$ cat src/lts_defines.vh
// Operation
// - sequence-active lamp stays dark whenever the sequencer is idle.
// - fire key or bus initiate leaves idle, lights lamp, enters arm layer.
// - three nested layers arm, scan, measure descend to the device action.
// - each layer waits at its source point until its selected event occurs.
// - immediate source is satisfied at once.
// - manual source is satisfied only by the fire key.
// - bus source proceeds on group-execute-trigger or trigger command.
// - calendar alarm source, arm layer only, fires at programmed date and time.
// - interval timer, not in arm layer, passes first, then waits interval.
// - external source proceeds on external trigger input pulse.
// - shared sync line source proceeds on trigger from the link.
// - hold source is never satisfied, operation stalls.
// - action is measurement, optional function change and channel scan first.
// - internal channel stepping opens previous channel before closing next.
// - relay settling delay follows channel close before measuring.
// - one output trigger pulse after every completed device action.
// - each layer has a loop counter; infinite keeps measure layer looping.
// - after each action return to measure wait point unless counter exhausted.
// - a layer counter resets when operation leaves to a higher layer or idle.
// - bench default: out of idle, all immediate, measure counter infinite.
`ifndef LTS_DEFINES_VH
`define LTS_DEFINES_VH

// register word addresses
`define LTS_REG_CTRL      4'h0
`define LTS_REG_ARM_CFG   4'h1
`define LTS_REG_SCAN_CFG  4'h2
`define LTS_REG_MEAS_CFG  4'h3
`define LTS_REG_TIMER     4'h4
`define LTS_REG_ACTION    4'h5
`define LTS_REG_STATUS    4'h6
`define LTS_REG_ALARM     4'h7

// ctrl fields
`define LTS_CTRL_INIT     0
`define LTS_CTRL_ABORT    1
`define LTS_CTRL_TRG      2
`define LTS_CTRL_DEFAULT  3

// layer cfg fields: src [2:0], infinite [3], count [31:16]
`define LTS_CFG_SRC_LSB   0
`define LTS_CFG_INF_BIT   3
`define LTS_CFG_CNT_LSB   16

// action fields
`define LTS_ACT_SCAN_EN   0
`define LTS_ACT_FUNC_CHG  1
`define LTS_ACT_NCHAN_LSB 8

// control sources
`define LTS_SRC_IMM       3'h0
`define LTS_SRC_MANUAL    3'h1
`define LTS_SRC_BUS       3'h2
`define LTS_SRC_ALARM     3'h3
`define LTS_SRC_TIMER     3'h4
`define LTS_SRC_EXT       3'h5
`define LTS_SRC_SYNC      3'h6
`define LTS_SRC_HOLD      3'h7

// reset values
`define LTS_CFG_RST       32'h0001_0000
`define LTS_TIMER_RST     32'h0000_0064
`define LTS_ACT_RST       32'h0000_0400

// timing: relay settle in ns, cycles at 25 ns, rounded up
`define LTS_CLK_NS        25
`define LTS_SETTLE_NS     1000
`define LTS_SETTLE_CYC    ((`LTS_SETTLE_NS + `LTS_CLK_NS - 1) / `LTS_CLK_NS)
`define LTS_FUNC_CYC      8
`define LTS_BREAK_CYC     4

`endif

$ cat src/lts_sequencer.v
// Chosen here: the Avalon-MM register port and the placing of the registers.
`timescale 1ns/100ps
`default_nettype none
`include "lts_defines.vh"

module lts_sequencer (
  // clock and reset
  input  wire        clk_sys,
  input  wire        arst_n,
  input  wire        clk_en,
  // avalon-mm slave
  input  wire [3:0]  avs_address,
  input  wire        avs_read,
  input  wire        avs_write,
  input  wire [31:0] avs_writedata,
  input  wire [3:0]  avs_byteenable,
  output reg  [31:0] avs_readdata,
  output wire        avs_waitrequest,
  // trigger event inputs
  input  wire        fire_key,
  input  wire        bus_get,
  input  wire        ext_trig_in,
  input  wire        sync_line_in,
  input  wire        alarm_match,
  // measurement engine
  output reg         meas_start,
  input  wire        meas_done,
  // outputs
  output reg         seq_active_lamp,
  output reg         out_trig,
  output reg         chan_open,
  output reg         chan_close,
  output reg  [7:0]  chan_sel,
  output reg         func_change
);

  // states, binary coded; unused codes fall back to idle
  localparam [3:0] ST_IDLE   = 4'h0;
  localparam [3:0] ST_ARM    = 4'h1;
  localparam [3:0] ST_SCAN   = 4'h2;
  localparam [3:0] ST_MEAS   = 4'h3;
  localparam [3:0] ST_FUNC   = 4'h4;
  localparam [3:0] ST_OPEN   = 4'h5;
  localparam [3:0] ST_CLOSE  = 4'h6;
  localparam [3:0] ST_SETTLE = 4'h7;
  localparam [3:0] ST_RUN    = 4'h8;
  localparam [3:0] ST_WAITM  = 4'h9;
  localparam [3:0] ST_DONE   = 4'ha;

  // delays counted in cycles of clk_sys
  localparam [15:0] SETTLE_CYC = `LTS_SETTLE_CYC;
  localparam [15:0] FUNC_CYC   = `LTS_FUNC_CYC;
  localparam [15:0] BREAK_CYC  = `LTS_BREAK_CYC;

  reg [3:0]  st_q;
  reg [31:0] arm_cfg_q;
  reg [31:0] scan_cfg_q;
  reg [31:0] meas_cfg_q;
  reg [31:0] timer_q;
  reg [31:0] act_q;
  reg [15:0] arm_cnt_q;
  reg [15:0] scan_cnt_q;
  reg [15:0] meas_cnt_q;
  reg [31:0] scan_tmr_q;
  reg [31:0] meas_tmr_q;
  // first-pass flags let an interval-timer layer pass at once on entry
  reg        scan_first_q;
  reg        meas_first_q;
  reg [15:0] dly_q;
  reg        rd_pend_q;
  reg        bus_trg_q;
  reg        init_q;

  // one-cycle read latency, writes take at once; a frozen clock stalls
  // every request, since a write accepted then would be lost
  assign avs_waitrequest = ~clk_en | (avs_read & ~rd_pend_q);

  function [31:0] merge;
    input [31:0] old;
    input [31:0] nw;
    input [3:0]  be;
    integer i;
    begin
      merge = old;
      for (i = 0; i < 4; i = i + 1) begin
        if (be[i])
          merge[i*8 +: 8] = nw[i*8 +: 8];
      end
    end
  endfunction

  // event condition of one layer
  function ev_met;
    input [2:0] src;
    input       allow_alarm;
    input       allow_timer;
    input       first;
    input       tmr_zero;
    input       key;
    input       btrg;
    input       ext;
    input       sync;
    input       alarm;
    begin
      case (src)
        `LTS_SRC_IMM:    ev_met = 1'b1;
        `LTS_SRC_MANUAL: ev_met = key;
        `LTS_SRC_BUS:    ev_met = btrg;
        `LTS_SRC_ALARM:  ev_met = allow_alarm & alarm;
        `LTS_SRC_TIMER:  ev_met = allow_timer & (first | tmr_zero);
        `LTS_SRC_EXT:    ev_met = ext;
        `LTS_SRC_SYNC:   ev_met = sync;
        default:         ev_met = 1'b0;
      endcase
    end
  endfunction

  // control source field of a layer configuration
  function [2:0] src_of;
    input [31:0] cfg;
    begin
      src_of = cfg[`LTS_CFG_SRC_LSB +: 3];
    end
  endfunction

  // layer exhausted after count passes unless infinite
  function exhausted;
    input [31:0] cfg;
    input [15:0] cnt;
    begin
      exhausted = ~cfg[`LTS_CFG_INF_BIT] &
                  (cnt + 16'h0001 >= cfg[`LTS_CFG_CNT_LSB +: 16]);
    end
  endfunction

  wire wr_ctrl = avs_write & (avs_address == `LTS_REG_CTRL);
  wire start_req = fire_key | (wr_ctrl & avs_writedata[`LTS_CTRL_INIT]) | init_q;
  wire abort_req = wr_ctrl & avs_writedata[`LTS_CTRL_ABORT];
  wire trg_set   = wr_ctrl & avs_writedata[`LTS_CTRL_TRG];
  wire bus_trig  = bus_get | bus_trg_q;
  // a latched bus trigger is spent by whichever layer is waiting
  wire in_wait   = (st_q == ST_ARM) | (st_q == ST_SCAN) | (st_q == ST_MEAS);

  wire arm_ok  = ev_met(src_of(arm_cfg_q), 1'b1, 1'b0, 1'b0, 1'b0,
                        fire_key, bus_trig, ext_trig_in, sync_line_in, alarm_match);
  wire scan_ok = ev_met(src_of(scan_cfg_q), 1'b0, 1'b1, scan_first_q, scan_tmr_q == 32'h0,
                        fire_key, bus_trig, ext_trig_in, sync_line_in, alarm_match);
  wire meas_ok = ev_met(src_of(meas_cfg_q), 1'b0, 1'b1, meas_first_q, meas_tmr_q == 32'h0,
                        fire_key, bus_trig, ext_trig_in, sync_line_in, alarm_match);

  wire [7:0] nchan = act_q[`LTS_ACT_NCHAN_LSB +: 8];
  wire       scan_en = act_q[`LTS_ACT_SCAN_EN];
  wire       func_en = act_q[`LTS_ACT_FUNC_CHG];
  // next channel, wrapping at the programmed channel count
  wire [7:0] chan_nxt = (chan_sel + 8'h01 >= nchan) ? 8'h00 : chan_sel + 8'h01;

  // loop decision of each layer once an action has completed
  wire meas_exh = exhausted(meas_cfg_q, meas_cnt_q);
  wire scan_exh = exhausted(scan_cfg_q, scan_cnt_q);
  wire arm_exh  = exhausted(arm_cfg_q, arm_cnt_q);

  // status snapshot: state, low counter bits, present channel
  wire [31:0] status_w = {chan_sel, meas_cnt_q[7:0], scan_cnt_q[7:0],
                          arm_cnt_q[3:0], st_q};

  // register bus
  always @(posedge clk_sys or negedge arst_n) begin
    if (!arst_n) begin
      arm_cfg_q    <= `LTS_CFG_RST;
      scan_cfg_q   <= `LTS_CFG_RST;
      meas_cfg_q   <= `LTS_CFG_RST;
      timer_q      <= `LTS_TIMER_RST;
      act_q        <= `LTS_ACT_RST;
      rd_pend_q    <= 1'b0;
      avs_readdata <= 32'h0;
      init_q       <= 1'b0;
    end else if (clk_en) begin
      rd_pend_q <= avs_read & ~rd_pend_q;
      init_q    <= 1'b0;
      // read data captured on the first cycle of the read
      if (avs_read & ~rd_pend_q) begin
        case (avs_address)
          `LTS_REG_ARM_CFG:  avs_readdata <= arm_cfg_q;
          `LTS_REG_SCAN_CFG: avs_readdata <= scan_cfg_q;
          `LTS_REG_MEAS_CFG: avs_readdata <= meas_cfg_q;
          `LTS_REG_TIMER:    avs_readdata <= timer_q;
          `LTS_REG_ACTION:   avs_readdata <= act_q;
          `LTS_REG_STATUS:   avs_readdata <= status_w;
          default:           avs_readdata <= 32'h0;
        endcase
      end
      if (avs_write) begin
        case (avs_address)
          `LTS_REG_ARM_CFG:  arm_cfg_q  <= merge(arm_cfg_q, avs_writedata, avs_byteenable);
          `LTS_REG_SCAN_CFG: scan_cfg_q <= merge(scan_cfg_q, avs_writedata, avs_byteenable);
          `LTS_REG_MEAS_CFG: meas_cfg_q <= merge(meas_cfg_q, avs_writedata, avs_byteenable);
          `LTS_REG_TIMER:    timer_q    <= merge(timer_q, avs_writedata, avs_byteenable);
          `LTS_REG_ACTION:   act_q      <= merge(act_q, avs_writedata, avs_byteenable);
          `LTS_REG_CTRL: begin
            if (avs_writedata[`LTS_CTRL_DEFAULT]) begin
              // bench default setup
              arm_cfg_q  <= `LTS_CFG_RST;
              scan_cfg_q <= `LTS_CFG_RST;
              meas_cfg_q <= `LTS_CFG_RST | (32'h1 << `LTS_CFG_INF_BIT);
              init_q     <= 1'b1;
            end
          end
          default: ;
        endcase
      end
    end
  end

  // sequencer
  always @(posedge clk_sys or negedge arst_n) begin
    if (!arst_n) begin
      st_q            <= ST_IDLE;
      arm_cnt_q       <= 16'h0;
      scan_cnt_q      <= 16'h0;
      meas_cnt_q      <= 16'h0;
      scan_tmr_q      <= 32'h0;
      meas_tmr_q      <= 32'h0;
      scan_first_q    <= 1'b1;
      meas_first_q    <= 1'b1;
      dly_q           <= 16'h0;
      bus_trg_q       <= 1'b0;
      seq_active_lamp <= 1'b0;
      out_trig        <= 1'b0;
      meas_start      <= 1'b0;
      chan_open       <= 1'b0;
      chan_close      <= 1'b0;
      chan_sel        <= 8'h0;
      func_change     <= 1'b0;
    end else if (clk_en) begin
      out_trig    <= 1'b0;
      meas_start  <= 1'b0;
      chan_open   <= 1'b0;
      chan_close  <= 1'b0;
      func_change <= 1'b0;
      if (dly_q != 16'h0)
        dly_q <= dly_q - 16'h0001;
      // interval timers run down freely; each pass reloads its own
      if (scan_tmr_q != 32'h0)
        scan_tmr_q <= scan_tmr_q - 32'h1;
      if (meas_tmr_q != 32'h0)
        meas_tmr_q <= meas_tmr_q - 32'h1;
      // bus trigger held until a layer consumes it; set wins over consume
      if (trg_set)
        bus_trg_q <= 1'b1;
      else if (in_wait)
        bus_trg_q <= 1'b0;
      // abort leaves any layer at once; counters restart from zero
      if (abort_req) begin
        st_q            <= ST_IDLE;
        seq_active_lamp <= 1'b0;
        arm_cnt_q       <= 16'h0;
        scan_cnt_q      <= 16'h0;
        meas_cnt_q      <= 16'h0;
        scan_first_q    <= 1'b1;
        meas_first_q    <= 1'b1;
      end else begin
        case (st_q)
          ST_IDLE: begin
            // lamp forced dark every idle cycle, whatever came before
            seq_active_lamp <= 1'b0;
            if (start_req) begin
              st_q            <= ST_ARM;
              seq_active_lamp <= 1'b1;
            end
          end
          ST_ARM: begin
            if (arm_ok)
              st_q <= ST_SCAN;
          end
          ST_SCAN: begin
            if (scan_ok) begin
              st_q         <= ST_MEAS;
              scan_first_q <= 1'b0;
              scan_tmr_q   <= timer_q;
            end
          end
          ST_MEAS: begin
            if (meas_ok) begin
              meas_first_q <= 1'b0;
              meas_tmr_q   <= timer_q;
              // function change, then channel step, then measurement
              if (func_en) begin
                st_q        <= ST_FUNC;
                func_change <= 1'b1;
                dly_q       <= FUNC_CYC;
              end else if (scan_en) begin
                st_q      <= ST_OPEN;
                chan_open <= 1'b1;
                dly_q     <= BREAK_CYC;
              end else begin
                st_q       <= ST_RUN;
                meas_start <= 1'b1;
              end
            end
          end
          ST_FUNC: begin
            if (dly_q == 16'h0) begin
              if (scan_en) begin
                st_q      <= ST_OPEN;
                chan_open <= 1'b1;
                dly_q     <= BREAK_CYC;
              end else begin
                st_q       <= ST_RUN;
                meas_start <= 1'b1;
              end
            end
          end
          ST_OPEN: begin
            // previous channel fully open before the next is closed
            if (dly_q == 16'h0) begin
              st_q       <= ST_CLOSE;
              chan_sel   <= chan_nxt;
            end
          end
          ST_CLOSE: begin
            // relay closes now; settling is counted from this pulse
            st_q       <= ST_SETTLE;
            chan_close <= 1'b1;
            dly_q      <= SETTLE_CYC;
          end
          ST_SETTLE: begin
            if (dly_q == 16'h0) begin
              st_q       <= ST_RUN;
              meas_start <= 1'b1;
            end
          end
          ST_RUN: begin
            // start pulse is out this cycle; the engine answers later
            st_q <= ST_WAITM;
          end
          ST_WAITM: begin
            // no timeout: a stalled engine holds here until an abort
            if (meas_done) begin
              st_q     <= ST_DONE;
              out_trig <= 1'b1;
            end
          end
          ST_DONE: begin
            // innermost layer decides first; an exhausted one hands up
            if (!meas_exh) begin
              st_q       <= ST_MEAS;
              meas_cnt_q <= meas_cnt_q + 16'h0001;
            end else begin
              meas_cnt_q   <= 16'h0;
              meas_first_q <= 1'b1;
              if (!scan_exh) begin
                st_q       <= ST_SCAN;
                scan_cnt_q <= scan_cnt_q + 16'h0001;
              end else begin
                scan_cnt_q   <= 16'h0;
                scan_first_q <= 1'b1;
                if (!arm_exh) begin
                  st_q      <= ST_ARM;
                  arm_cnt_q <= arm_cnt_q + 16'h0001;
                end else begin
                  st_q            <= ST_IDLE;
                  arm_cnt_q       <= 16'h0;
                  seq_active_lamp <= 1'b0;
                end
              end
            end
          end
          default: st_q <= ST_IDLE;
        endcase
      end
    end
  end

endmodule
`default_nettype wire
$ cat config.mk
export PLATFORM = sky130hd
export DESIGN_NAME = lts_sequencer
export DESIGN_NICKNAME = d
export VERILOG_FILES = /design/src/lts_sequencer.v
export VERILOG_INCLUDE_DIRS = /design/src
export SDC_FILE = /design/constraint.sdc
export NUM_CORES = 1
export LEC_CHECK = 0
export BUFFER_PORTS_ARGS = -buffer_cell sky130_fd_sc_hd__buf_2
export CORE_MARGIN = 2
export CORE_UTILIZATION = 30
export CTS_CLUSTER_DIAMETER = 40
export DETAILED_ROUTE_END_ITERATION = 10
export GPL_TIMING_DRIVEN = 0
export PLACE_DENSITY = 0.55
export SYNTH_ARGS = -nofsm -noshare
export SYNTH_HDL_FRONTEND = slang
export SYNTH_SLANG_ARGS = --single-unit
$ cat constraint.sdc
create_clock -name clk_sys -period 11.1 [get_ports clk_sys]
set_input_delay 2.22 -clock clk_sys [delete_from_list [all_inputs] [get_ports clk_sys]]
set_output_delay 2.22 -clock clk_sys [all_outputs]
set_load 0.01 [all_outputs]
==> results.json <==
{
  "post_cts_resized": 0,
  "synth_async_sr_flop_share_pct": 100,
  "area.growth.synth_to_final_pct": 22.4,
  "antenna_found_initial": 9,
  "max_slew_margin_pct": 9.45,
  "synth_seq_area_share_pct": 44.7,
  "finalWeightedCongestion": 0.930,
  "via_count": 17500,
  "worst_path_cell_trace": "buf_2 > clkinv_1 > clkbuf_1 > a21o_1 > buf_2",
  "ys.warnings.count": 0,
  "setup.worst_path.class": "in -> out",
  "synth.distinct_cells": 74,
  "initialDrtViolationCount": 1578,
  "clock_sinks": 343,
  "syn-instance-count": 2076,
  "synth_most_common_cell": "sky130_fd_sc_hd__dfrtp_1",
  "die_h_um": 257,
  "synth_top_cells_by_area": "sky130_fd_sc_hd__dfrtp_1 43%, sky130_fd_sc_hd__mux2_2 7.1%, sky130_fd_sc_hd__o21ai_0 5.2%",
  "final-max-slew-violation-count": 0,
  "min_path_type": "reg -> reg",
  "finalSetupViolCount": 0,
  "yosysTopAreaCell": "sky130_fd_sc_hd__dfrtp_1",
  "totalNegativeSetupSlack_ns": 0,
  "std_cell_core_area_mm2": 0.0632,
  "tritoncts": "built",
  "post_route_fraction_of_the_period_consumed_by_the_critical_path_pct": 51.6,
  "min_period_ns": 5.73,
  "power.density_cell_area_mw_per_mm2": 221,
  "routed_wire_length_per_instance_um": 23.0,
  "tightest_slew_ns": 1.34,
  "placed_area_mm2": 0.0209,
  "leakagePower_uw": 0.0105,
  "post_cts_hold_buffer_count": 0,
  "crit_path_top_delay_cell": "sky130_fd_sc_hd__clkbuf_1",
  "power.ir.vdd_worst_uv": 97.9,
  "synth_area_mm2": 0.0192,
  "first_global_vias": 17300,
  "dr.pass1.iters": 5,
  "post-route-util_pct": 37.3,
  "unrepaired_setup_endpoints_after_global_routing": "no",
  "required_time_of_the_critical_path_ns": 8.88,
  "dp_hpwl_um": 53300,
  "run_status": "finished, final reports clean",
  "drt_wl_total_um": 72700,
  "insertion_delay_ns": 0.62,
  "timing.critical_path.to_type": "primary output",
  "clk_pin_slew_ns": 0.04,
  "timing.critical_path.from_type": "input port",
  "root_buffer": "sky130_fd_sc_hd__clkbuf_16",
  "overflow": 0,
  "post_synth_edffs": 0,
  "via_per_inst": 5.53,
  "grt_usage_pct": 21.8,
  "clk_path_buf_depth": 3,
  "max_freq_mhz": 175,
  "stdcell_area_mm2": 0.0235,
  "numCtsBuffers": 75,
  "post-route-drc-count": 0,
  "synth_nets": 2193,
  "port_bufs": 94,
  "synth.cells.most_frequent": "334 x sky130_fd_sc_hd__dfrtp_1, 259 x sky130_fd_sc_hd__nand2_1, 201 x sky130_fd_sc_hd__o21ai_0, 122 x sky130_fd_sc_hd__mux2_2, 106 x sky130_fd_sc_hd__a21oi_1",
  "post_cts_buffers": 0,
  "final-hold-violation-count": 0,
  "drive_gt1_share_pct": 16.9,
  "floorplan.initialDensity_pct": 30.4,
  "chip_width_um": 257,
  "clock-skew-final_ns": 0.0208,
  "synth_seq_cells": 343,
  "fillCellCount": 6280,
  "layout.nets": 2367,
  "floorplan.die_area_mm2": 0.0662,
  "grt_start_max_net_pins": 118,
  "cp_common_cell": "sky130_fd_sc_hd__buf_2",
  "cp_data_arrival_time_ns": 3.51,
  "ys_dominant_reg_cell": "sky130_fd_sc_hd__dfrtp_1",
  "ios": 98,
  "global_route_wire_length_before_repair_um": 110000,
  "maxCapViolations": 0,
  "synthDominantCellAreaShare_pct": 43.4,
  "syn_area_per_cell_um2": 9.27,
  "largest_delay_contributor_family_on_the_critical_path": "buffers and inverters",
  "ant_nets": 0,
  "critical_path.max_stage_delay_ns": 0.48,
  "critical_path.n_buffers_inverters": 4,
  "crit_path_max_fanout": 10,
  "core.rowCount": 92,
  "h-tree-depth": 3
}
[power breakdown]
group | total [uW] | internal (uW) | switching, uW | leakage [uW]
Combinational | 1030 | 403 | 625 | 0.00484
Clock | 2360 | 1580 | 783 | 0.00130
Sequential | 1820 | 1530 | 297 | 0.00437
Total | 5210 | 3510 | 1700 | 0.0105
[layout make-up]
type	instances	area [um^2]	share of cell area (%)
Clock inverter	44	537	2.28
Antenna cell	3	7.51	0.0319
Clock buffer	96	2140	9.09
Tap cell	846	1060	4.50
Buffer	101	390	1.66
Inverter	101	379	1.61
Sequential cell	343	8590	36.5
Multi-Input combinational cell	1531	9880	42.0
Timing Repair Buffer	97	563	2.39
[logic make-up after synthesis]
group	after synthesis	share of synthesized area (%)
AO/OA/AOI/OAI	573	19.0
buffers and inverters	202	4.00
AND/OR/NAND/NOR	710	18.1
flip-flops	343	44.7
XOR/XNOR	55	2.50
multiplexers	127	7.40
adder cells (fa/ha/maj)	66	4.29
[stage by stage]
stage | total power [uW] | worst slack, ns | hold slack [ns] | std cells
after global placement | 2800 | 0.781 | 0.454 | 3016
after detailed placement | 2840 | 5.00 | 0.459 | 3019
after CTS | 5220 | 5.34 | 0.468 | 3159
final | 5210 | 5.37 | 0.473 | 3162
after floorplan | 2440 | 6.14 | 0.439 | 2076
after global routing | 5460 | 5.12 | 0.493 | 3159
[sequential cells by signal (all words and copies together), names as in the netlist, 4 cells and up]
signal	count
meas_cnt_q	16
act_q	32
arm_cfg_q	32
dly_q	16
st_q	4
scan_cnt_q	16
timer_q	32
meas_cfg_q	32
arm_cnt_q	16
chan_sel	8
meas_tmr_q	32
avs_readdata	32
scan_cfg_q	32
scan_tmr_q	32
[tightest hold or removal path, delay by kind of cell (launching register included)]
kind	cells	cell delay (ns)
buf+inv	1	0.04
compound gates	1	0.05
flops	1	0.37
[worst paths after layout]
path | from | end | depth (start not counted) | slack, ns
worst min-delay path | scan_first_q$_DFFE_PN1P_ | scan_first_q$_DFFE_PN1P_ | 2 | 0.47
worst max register to register | arm_cnt_q[2]$_DFFE_PN0P_ | arm_cnt_q[10]$_DFFE_PN0P_ | 15 | 5.52
worst min register to register | scan_first_q$_DFFE_PN1P_ | scan_first_q$_DFFE_PN1P_ | 2 | 0.47
min in group asynchronous | arst_n | meas_tmr_q[9]$_DFFE_PN0P_ | 1 | 1.60
worst max-delay path | clk_en | avs_waitrequest | 5 | 5.37
max in group asynchronous | arst_n | arm_cnt_q[8]$_DFFE_PN0P_ | 3 | 8.09
[metal layers]
metal / vias to the layer above / routed length, um / GRT usage (%)
li1: 7941 / - / -
met1: 8650 / 30000 / 28.1
met2: 718 / 33800 / 35.1
met3: 175 / 6020 / 5.38
met4: 10 / 2800 / 8.80
met5: - / 79 / 0
[cells in the final DEF (no fill, tap or decap), types with 40 or more instances in the layout]
| cell type | synthesis | final |
|---|---|---|
| sky130_fd_sc_hd__nand2b_1 | 40 | 40 |
| sky130_fd_sc_hd__mux2_2 | 122 | 122 |
| sky130_fd_sc_hd__buf_2 | 9 | 102 |
| sky130_fd_sc_hd__o21ai_0 | 201 | 201 |
| sky130_fd_sc_hd__inv_1 | 99 | 99 |
| sky130_fd_sc_hd__nor3_1 | 66 | 66 |
| sky130_fd_sc_hd__clkbuf_16 | 0 | 78 |
| sky130_fd_sc_hd__clkbuf_1 | 91 | 97 |
| sky130_fd_sc_hd__dfrtp_1 | 334 | 334 |
| sky130_fd_sc_hd__a22oi_1 | 73 | 73 |
| sky130_fd_sc_hd__nand2_1 | 259 | 259 |
| sky130_fd_sc_hd__a21oi_1 | 106 | 106 |
| sky130_fd_sc_hd__nor2_1 | 100 | 100 |
| sky130_fd_sc_hd__nand3_1 | 76 | 76 |
| sky130_fd_sc_hd__ha_1 | 66 | 66 |
(Power assumes the default switching activity.)
